--- src/verilog/psc_pkg.sv ---
// Package: constants and carriers for the strap configuration decoder
package psc_pkg;

  // ---------------------------------------------------------------
  // Register map (byte addresses, one 32-bit word each)
  // ---------------------------------------------------------------
  localparam logic [7:0] PSC_OFS_CTRL   = 8'h00;
  localparam logic [7:0] PSC_OFS_STATUS = 8'h04;
  localparam logic [7:0] PSC_OFS_RATIO  = 8'h08;

  // CTRL field positions
  localparam int PSC_CTRL_FILT_POS   = 0;
  localparam int PSC_CTRL_RATE_POS   = 1;
  localparam int PSC_CTRL_LAYOUT_POS = 3;
  localparam int PSC_CTRL_AIN_POS    = 5;
  localparam int PSC_CTRL_REF_POS    = 6;

  // STATUS field positions
  localparam int PSC_STAT_PINMODE_POS = 0;
  localparam int PSC_STAT_PEND_POS    = 1;
  localparam int PSC_STAT_LOADED_POS  = 2;
  localparam int PSC_STAT_ACT_POS     = 8;

  // Value after reset of the serial-mode control word
  localparam logic [6:0] PSC_CTRL_RST = 7'h20;

  // Cycles after reset release before straps are trusted (2-FF fill)
  localparam logic [1:0] PSC_INIT_WAIT = 2'h2;

  // ---------------------------------------------------------------
  // Decimation ratios
  // ---------------------------------------------------------------
  localparam int         PSC_RATIO_W    = 11;
  localparam logic [10:0] PSC_RATIO_32   = 11'h020;
  localparam logic [10:0] PSC_RATIO_64   = 11'h040;
  localparam logic [10:0] PSC_RATIO_128  = 11'h080;
  localparam logic [10:0] PSC_RATIO_1024 = 11'h400;

  // ---------------------------------------------------------------
  // Carriers
  // ---------------------------------------------------------------
  // One configuration set, same bit order as CTRL
  typedef struct packed {
    logic       ref_pre;
    logic       ain_pre;
    logic [1:0] layout;
    logic [1:0] rate;
    logic       sinc5;
  } psc_cfg_s;

  // Strap and strobe pins
  typedef struct packed {
    logic       fault;
    logic       start;
    logic       sync;
    logic [1:0] layout;
    logic [1:0] rate;
    logic       filt;
    logic       sel_pin;
  } psc_pins_s;

endpackage : psc_pkg

--- src/verilog/psc_decoder.sv ---
// Strap-pin configuration decoder with APB status and serial-mode control
//
// How it works
// - After reset release the control-select pin is caught once and fixes pin or serial control.
// - In pin control the output-layout code from the format pins chooses per-channel lines or shared TDM lines.
// - In pin control the analog input precharge buffers come up enabled with no host action.
// - In pin control the reference precharge buffers stay disabled.
// - In pin control the filter pin selects sinc5 when high and wideband when low for all channels.
// - Rate code 00, 01, 10, 11 decodes to ratios 32, 64, 128 and 1024.
// - The single decoded ratio is driven to every channel alike.
// - After reset or a supply fault the pin-mode settings return to the strap-defined state.
//
// Decided for this implementation: the APB slave port and the register addresses.
module psc_decoder
  import psc_pkg::*;
(
  input  wire logic                   clk_sys_i,
  input  wire logic                   nrst_i,
  input  wire psc_pins_s              pins_i,
  input  wire logic                   psel_i,
  input  wire logic                   penable_i,
  input  wire logic                   pwrite_i,
  input  wire logic [7:0]             paddr_i,
  input  wire logic [31:0]            pwdata_i,
  output logic                        pready_o,
  output logic [31:0]                 prdata_o,
  output logic                        pslverr_o,
  output logic                        pin_mode_o,
  output logic                        filter_sinc5_o,
  output logic [PSC_RATIO_W-1:0]      decim_ratio_o,
  output logic [1:0]                  output_layout_o,
  output logic                        ain_precharge_en_o,
  output logic                        ref_precharge_en_o,
  output logic                        applied_o
);

  // ---------------------------------------------------------------
  // State
  // ---------------------------------------------------------------
  typedef struct packed {
    psc_pins_s                pin_s1;
    psc_pins_s                pin_s2;
    logic                     strobe_prev;
    logic [1:0]               init_cnt;
    logic                     loaded;
    logic                     pin_mode;
    psc_cfg_s                 ctrl;
    psc_cfg_s                 act;
    logic [PSC_RATIO_W-1:0]   ratio;
    logic                     applied;
    logic                     pready;
    logic                     pslverr;
    logic [31:0]              prdata;
  } psc_state_s;

  psc_state_s state_ff;
  psc_state_s nxt_state;

  // Rate code to decimation ratio
  function automatic logic [PSC_RATIO_W-1:0] rate_to_ratio(
    input logic [1:0] code
  );
    logic [PSC_RATIO_W-1:0] r;
    r = PSC_RATIO_32;
    case (code)
      2'h0:    r = PSC_RATIO_32;
      2'h1:    r = PSC_RATIO_64;
      2'h2:    r = PSC_RATIO_128;
      2'h3:    r = PSC_RATIO_1024;
      default: r = PSC_RATIO_32;
    endcase
    return r;
  endfunction : rate_to_ratio

  // ---------------------------------------------------------------
  // Next-state logic
  // ---------------------------------------------------------------
  psc_cfg_s strap_cfg;
  psc_cfg_s src_cfg;
  logic     strobe_now;
  logic     sync_pulse;
  logic     access;
  logic     mode_now;

  // Strap view: fixed buffer policy in pin control
  always_comb
  begin
    strap_cfg.sinc5   = state_ff.pin_s2.filt;
    strap_cfg.rate    = state_ff.pin_s2.rate;
    strap_cfg.layout  = state_ff.pin_s2.layout;
    strap_cfg.ain_pre = 1'b1;
    strap_cfg.ref_pre = 1'b0;
  end

  assign strobe_now = state_ff.pin_s2.start | state_ff.pin_s2.sync;
  assign sync_pulse = strobe_now & ~state_ff.strobe_prev;
  assign src_cfg    = state_ff.pin_mode ? strap_cfg : state_ff.ctrl;
  assign access     = psel_i & penable_i & ~state_ff.pready;
  // Mode stays latched once loaded; a fault must not flip it
  assign mode_now   = state_ff.loaded ? state_ff.pin_mode
                                      : state_ff.pin_s2.sel_pin;

  always_comb
  begin
    nxt_state             = state_ff;
    nxt_state.pin_s1      = pins_i;
    nxt_state.pin_s2      = state_ff.pin_s1;
    nxt_state.strobe_prev = strobe_now;
    nxt_state.applied     = 1'b0;

    // Power-up load once the synchronisers hold real pin levels
    if (!state_ff.loaded)
    begin
      if (state_ff.init_cnt == PSC_INIT_WAIT)
      begin
        nxt_state.loaded   = 1'b1;
        nxt_state.pin_mode = mode_now;
        nxt_state.act      = mode_now ? strap_cfg
                                      : state_ff.ctrl;
        nxt_state.ratio    = rate_to_ratio(mode_now ? strap_cfg.rate
                                           : state_ff.ctrl.rate);
        nxt_state.applied  = 1'b1;
      end
      else
      begin
        nxt_state.init_cnt = state_ff.init_cnt + 2'h1;
      end
    end
    else if (state_ff.pin_s2.fault && state_ff.pin_mode)
    begin
      // Supply fault drops straight back to the strap state
      nxt_state.act     = strap_cfg;
      nxt_state.ratio   = rate_to_ratio(strap_cfg.rate);
      nxt_state.applied = 1'b1;
    end
    else if (sync_pulse)
    begin
      // After load, only a sync edge or a fault in pin control moves new settings into use
      nxt_state.act     = src_cfg;
      nxt_state.ratio   = rate_to_ratio(src_cfg.rate);
      nxt_state.applied = 1'b1;
    end

    // APB slave, one wait state, answer from flops
    nxt_state.pready  = access;
    nxt_state.pslverr = 1'b0;
    if (access)
    begin
      nxt_state.prdata = 32'h0000_0000;
      case (paddr_i)
        PSC_OFS_CTRL:
        begin
          nxt_state.prdata[6:0] = state_ff.ctrl;
        end
        PSC_OFS_STATUS:
        begin
          nxt_state.prdata[PSC_STAT_PINMODE_POS] = state_ff.pin_mode;
          nxt_state.prdata[PSC_STAT_PEND_POS]    = (src_cfg != state_ff.act);
          nxt_state.prdata[PSC_STAT_LOADED_POS]  = state_ff.loaded;
          nxt_state.prdata[PSC_STAT_ACT_POS +: 7] = state_ff.act;
        end
        PSC_OFS_RATIO:
        begin
          nxt_state.prdata[PSC_RATIO_W-1:0] = state_ff.ratio;
        end
        default:
        begin
          nxt_state.pslverr = 1'b1;
        end
      endcase
    end

    // Write lands only at the edge where the master sees pready high;
    // writes ignored in pin control, straps own the settings
    if (psel_i && penable_i && pwrite_i && state_ff.pready
        && (paddr_i == PSC_OFS_CTRL) && !state_ff.pin_mode)
    begin
      nxt_state.ctrl = psc_cfg_s'(pwdata_i[6:0]);
    end
  end

  // ---------------------------------------------------------------
  // State register
  // ---------------------------------------------------------------
  always_ff @(posedge clk_sys_i)
  begin
    if (!nrst_i)
    begin
      state_ff             <= '0;
      state_ff.ctrl        <= psc_cfg_s'(PSC_CTRL_RST);
      state_ff.act.ain_pre <= 1'b1;
      state_ff.ratio       <= PSC_RATIO_32;
    end
    else
    begin
      state_ff <= nxt_state;
    end
  end

  // ---------------------------------------------------------------
  // Outputs, all straight from flops
  // ---------------------------------------------------------------
  assign pready_o           = state_ff.pready;
  assign prdata_o           = state_ff.prdata;
  assign pslverr_o          = state_ff.pslverr;
  assign pin_mode_o         = state_ff.pin_mode;
  assign filter_sinc5_o     = state_ff.act.sinc5;
  assign decim_ratio_o      = state_ff.ratio;
  assign output_layout_o    = state_ff.act.layout;
  assign ain_precharge_en_o = state_ff.act.ain_pre;
  assign ref_precharge_en_o = state_ff.act.ref_pre;
  assign applied_o          = state_ff.applied;
endmodule : psc_decoder

--- config.mk ---
export PLATFORM = sky130hd
export DESIGN_NAME = psc_decoder
export DESIGN_NICKNAME = d
export VERILOG_FILES = /design/src/verilog/psc_pkg.sv /design/src/verilog/psc_decoder.sv
export SDC_FILE = /design/constraint.sdc
export NUM_CORES = 1
export LEC_CHECK = 0
export ABC_AREA = 1
export BUFFER_PORTS_ARGS = -buffer_cell sky130_fd_sc_hd__buf_2
export CORE_MARGIN = 8
export CORE_UTILIZATION = 50
export CTS_CLUSTER_SIZE = 14
export DETAILED_ROUTE_END_ITERATION = 8
export PLACE_DENSITY_LB_ADDON = 0.3
export SETUP_SLACK_MARGIN = 0.02
export SYNTH_ARGS = -nofsm -noshare
export SYNTH_HDL_FRONTEND = slang
export SYNTH_SLANG_ARGS = --single-unit
--- constraint.sdc ---
create_clock -name clk_sys_i -period 1.8 [get_ports clk_sys_i]
set_clock_uncertainty 0.1 [all_clocks]
set_input_delay 0.18 -clock clk_sys_i [delete_from_list [all_inputs] [get_ports clk_sys_i]]
set_output_delay 0.18 -clock clk_sys_i [all_outputs]
set_load 0.05 [all_outputs]
# Yosys cells after proc, flatten, opt, wreduce, memory -nomap -nowiden
# Cells that the tools add are included.
dict set report classes {
  n_reduce_logical 17
  eq_ne 14
  bitwise 8
  n_addsub 1
  mux 19
}
# operator count
set ops {}
lappend ops {{case mux 11 bit (4 select lines)} 3}
lappend ops {{2-to-1 mux 19 bit} 4}
lappend ops {{== test 2 bit, second input constant} 7}
lappend ops {{2-to-1 mux 7 bit} 2}
lappend ops {{case mux 3 bit (3 select lines)} 1}
lappend ops {{== test 8 x 3 -> 1 bit, second input constant} 1}
lappend ops {{== test 8 x 4 -> 1 bit, second input constant} 1}
lappend ops {{zero test 8 bit} 1}
lappend ops {{case mux 4 bit (2 select lines)} 1}
lappend ops {{AND reduction 2 bit} 4}
lappend ops {{!= test 7 bit} 1}
lappend ops {{== test 2 x 1 -> 1 bit, second input constant} 3}
lappend ops {{logical AND 1 bit} 6}
lappend ops {{zero test 2 bit} 3}
lappend ops {{2-to-1 mux 2 bit} 3}
lappend ops {{case mux 3 bit (2 select lines)} 1}
lappend ops {{2-to-1 mux 4 bit} 1}
lappend ops {{NOT 1 bit} 4}
lappend ops {{bitwise AND 1 bit} 3}
lappend ops {{2-to-1 mux 1 bit} 3}
lappend ops {{!= test 3 x 1 -> 1 bit, second input constant} 1}
lappend ops {{OR reduction 3 bit} 1}
lappend ops {{adder 2 x 1 -> 2 bit, second input constant} 1}
lappend ops {{nonzero test 2 bit} 1}
lappend ops {{other kinds (2)} 2}
dict set report word_totals {
  inputBits 54
  ff_bits 66
}

# Depth between registers and ports, before layout
dict set report logic_depth {
  word_depth 6
  ltp_mapped 10
}

# Least setup slack after synthesis
# Ideal clock, no wire load.
dict set report synth_timing {
  kind {flip-flop to flip-flop}
  startpoint {register state_ff (netlist bit pin_mode_o)}
  endpoint {register state_ff (netlist bit prdata_o[1])}
  stages_incl_launch_ff 11
  slack_ps 75
  arrival_time_ps 1506
  period_less_slack_ps 1725
  path_cell_list {dfxtp_1 inv_1 buf_6 nand2_1 nand2_1 nand2_1 nand2_1 nor2_1 nand3_1 nand2_1 a21oi_1}
}
dict set report synth_between {
  elab_chain_len 3
}
# element line_no
set synth_rtl {}
lappend synth_rtl {{from (decl)} psc_decoder.sv:56} ;# psc_state_s state_ff;
lappend synth_rtl {{from (signal assigned)} psc_decoder.sv:196} ;# state_ff <= nxt_state;
lappend synth_rtl {{2-to-1 mux 7 bit} psc_decoder.sv:97} ;# assign src_cfg = state_ff.pin_mode ? strap_cfg : state_ff.ctrl;
lappend synth_rtl {{!= test 7 bit} psc_decoder.sv:158} ;# nxt_state.prdata[PSC_STAT_PEND_POS] = (src_cfg != state_ff.act);
lappend synth_rtl {{case mux 3 bit (3 select lines)} psc_decoder.sv:150} ;# case (paddr_i)
# Every way passes these cells.
# A chain may end at the register's enable or synchronous reset.

# Final worst setup path
dict set report layout_timing {
  startpoint {register state_ff[61] in the netlist's numbering}
  endpoint {register state_ff (netlist bit decim_ratio_o[5])}
}
dict set report layout_between {
  elab_chain_len 6
  word_cells_on_any_way 12
  cone_classes {4 x eq/ne; 5 x mux; 3 x reduce/logical}
}
# element line_no
set layout_rtl {}
lappend layout_rtl {{2-to-1 mux 1 bit} psc_decoder.sv:100} ;# assign mode_now = state_ff.loaded ? state_ff.pin_mode
lappend layout_rtl {{2-to-1 mux 2 bit} psc_decoder.sv:120} ;# nxt_state.ratio = rate_to_ratio(mode_now ? strap_cfg.rate
lappend layout_rtl {{== test 2 bit, or another cell as far along} psc_decoder.sv:65} ;# case (code)
lappend layout_rtl {{case mux 11 bit (4 select lines)} psc_decoder.sv:65}
lappend layout_rtl {{2-to-1 mux 19 bit} psc_decoder.sv:114} ;# if (state_ff.init_cnt == PSC_INIT_WAIT)
lappend layout_rtl {{2-to-1 mux 19 bit} psc_decoder.sv:112} ;# if (!state_ff.loaded)
# Several ways; a longest one is shown, not always the timed one. The select of a mux whose other input is x is not followed.

==> impl_metrics.yaml <==
worst_setup_path:
  critical-path-slowest-cell: "dfxtp_1"
  path_buf_inv: 1
  crit_required_ns: 1.97
  setup.worst_path.end_class: "flop"
  path_cells: "buf_4 -> nand2_2 -> o21ai_2 -> nand2_2 -> and2_4 -> nand3b_1 -> nand3_1"
  cp_top_family: "simple AND/OR/NAND/NOR gates"
  cp_max_fo: 11
  path_class: "reg -> reg"
  worstPathArrival_ns: 1.77
  worst_path_most_repeated_cell: "nand2_2"
  critPathLaunchType: "flop"
  max_stage_delay_ns: 0.49
clock_tree:
  clk_latency_ns: 0.33
  cts_tree: "built"
  cts.clk_slew.worst_paths_ns: 0.06
  post_cts.repair.setup_buffers: 0
  clockBufferDepth: 2
  cts.sinks: 59
  htreeDepth: 3
  cts_buffers: 9
  cts_root_buffer: "clkbuf_8"
timing:
  setup_viol: 0
  fmax_ghz: 0.6235
  timing.final.crit_share_pct: 89.11
  min_period_ns: 1.604
  finalSetupTns_ns: 0
  hold_viol: 0
  rsz0062_at_grt: "no"
  drv_slew: 0
floorplanning:
  io_pins: 106
  coreArea_um2: 5921
  die-area_um2: 8868
  rows: 28
  die_h_um: 94.17
  fp.dieW_um: 94.17
  start_util_pct: 51.61
run_status:
  status: "completed"
detailed_routing:
  routedWlPerCell_um: 12.28
  wirelength_um: 6851
  via_per_inst: 4.724
  ant_nets: 0
  num_vias: 2636
  drc: 0
  drt_iter0_drc: 146
  drt_first_pass_iters: 5
grt:
  overflow: 0
  track_usage_pct: 16.46
  grt_pass1_wl_um: 11560
  grt_pass1_vias: 2526
  grt_max_degree: 43
  antenna_found_initial: 0
synth:
  yosysSeqAreaShare_pct: 38.66
  synthCells: 430
  synth_area_um2: 3055
  synth.distinct_cells: 34
  ys_ff_latch: 59
  ys_warn_count: 0
  syn_avg_cell_area_um2: 7.106
cells_and_area:
  fin_util_pct: 57.99
  drive_above_1_share_pct: 21.74
  finalNonFillerCells: 558
  layout_commonest_cell: "nand2_1"
  fillers: 582
  n_antenna_cell: 0
  final_cell_mix: "nand2_1 (108), dfxtp_1 (59), buf_2 (56)"
  area_delta_synth_final_pct: 12.37
  nets: 534
placement:
  post-dp-hpwl_um: 5141
  dpl.cell_count: 533
  placement.io_buffers: 56
  place.gp.congestion: 0.8873
pwr:
  p_per_area_nw_per_um2: 1198
  ir_drop_v: 0.0005439
  p_leak_nw: 1.716
job:
  cap_violations: 0
min_path:
  min_path_type: "in -> reg"
[what timing repair did]
action                                  CTS  global route
endpoints found under the setup margin    0             9
hold endpoints to repair                 10             0
hold buffers                             10             0
resized for setup                         0             2
[power by group]
part	internal (mW)	total, mW	switching, mW
registers	1.47	1.62	0.149
logic	0.387	1.43	1.04
clock network	0.600	1.07	0.470
[routing by layer]
metal  track usage (%)  part of all wire [%]
met5                 0                     0
met1             19.57                    44
met4             6.737                  0.61
met3             5.596                   8.6
met2             26.42                    46
[kinds of logic after synthesis]
group / Yosys count / synth area share (%)
other: 1 / 0.1227
buffers and inverters: 114 / 20.72
DFF: 59 / 38.66
adders and majority gates: 1 / 0.4094
and+or+nand+nor: 184 / 27.44
AOI/OAI and AO/OA: 71 / 12.65
[path summary, 6_finish.rpt]
check                           depth (start not counted)          start                to  slack [ns]
worst max-delay path                                    7   state_ff[61]  decim_ratio_o[5]        0.20
worst min-delay path                                    3    pwdata_i[6]      state_ff[59]        0.02
worst max register to register                          7   state_ff[61]  decim_ratio_o[5]        0.20
worst min register to register                          2  nxt_state[71]      state_ff[71]        0.31
[layout make-up]
cell class | instances | area [µm²] | area share [%]
clock buffers | 13 | 168.9 | 4.920
inverters | 55 | 206.4 | 6.013
repair buffers | 74 | 440.4 | 12.83
well taps | 75 | 93.84 | 2.733
multi-input cells | 280 | 1333 | 38.81
clock inverters | 2 | 10.01 | 0.2915
flip-flops and latches | 59 | 1181 | 34.40
[Yosys cell counts, drive strengths merged]
| cell | n | share of area [%] |
|---|---|---|
| conb | 1 | 0.12 |
| o22ai | 1 | 0.20 |
| a21oi | 35 | 5.7 |
| and3 | 1 | 0.20 |
| o21bai | 1 | 0.37 |
| clkbuf | 7 | 0.86 |
| nor3 | 2 | 0.49 |
| dfxtp | 59 | 39 |
| nor2 | 27 | 4.1 |
| buf | 52 | 13 |
| nand3 | 35 | 6.5 |
| a31oi | 1 | 0.20 |
| o32ai | 1 | 0.29 |
| nand3b | 3 | 0.74 |
| nor4 | 1 | 0.70 |
| ha | 1 | 0.41 |
| o21ai | 29 | 5.1 |
| o31ai | 1 | 0.25 |
| nand2 | 112 | 14 |
| inv | 55 | 6.8 |
| and2 | 1 | 0.29 |
| nand4 | 2 | 0.41 |
| o211ai | 2 | 0.49 |
[registers in the layout, summed over array words and instances, names as in the netlist]
register,flops
pslverr_o,1
state_ff,22
filter_sinc5_o,1
ain_precharge_en_o,1
output_layout_o,2
pin_mode_o,1
applied_o,1
pready_o,1
prdata_o,15
nxt_state,9
decim_ratio_o,4
ref_precharge_en_o,1
[metrics by stage]
| step | hold slack, ns | power (mW) | cell area [µm²] | setup WS (ns) |
|---|---|---|---|---|
| CTS | 0.001027 | 4.144 | 3428 | 0.1314 |
| detailed placement | 0.2649 | 3.043 | 3149 | 0.1537 |
| floorplan | 0.1776 | 2.857 | 3142 | 0.07495 |
| finish | 0.02017 | 4.114 | 3433 | 0.1961 |
| global placement | 0.2592 | 3.026 | 3149 | 0.2089 |
| global route | 0.01520 | 4.367 | 3433 | 0.06952 |
[worst register-to-register path, stage by stage (launching register included)]
cell	delay, ns
dfxtp_1	0.49
buf_4	0.26
nand2_2	0.07
o21ai_2	0.12
nand2_2	0.09
and2_4	0.17
nand3b_1	0.15
nand3_1	0.11
No activity file was read; power rests on OpenSTA's default activity.
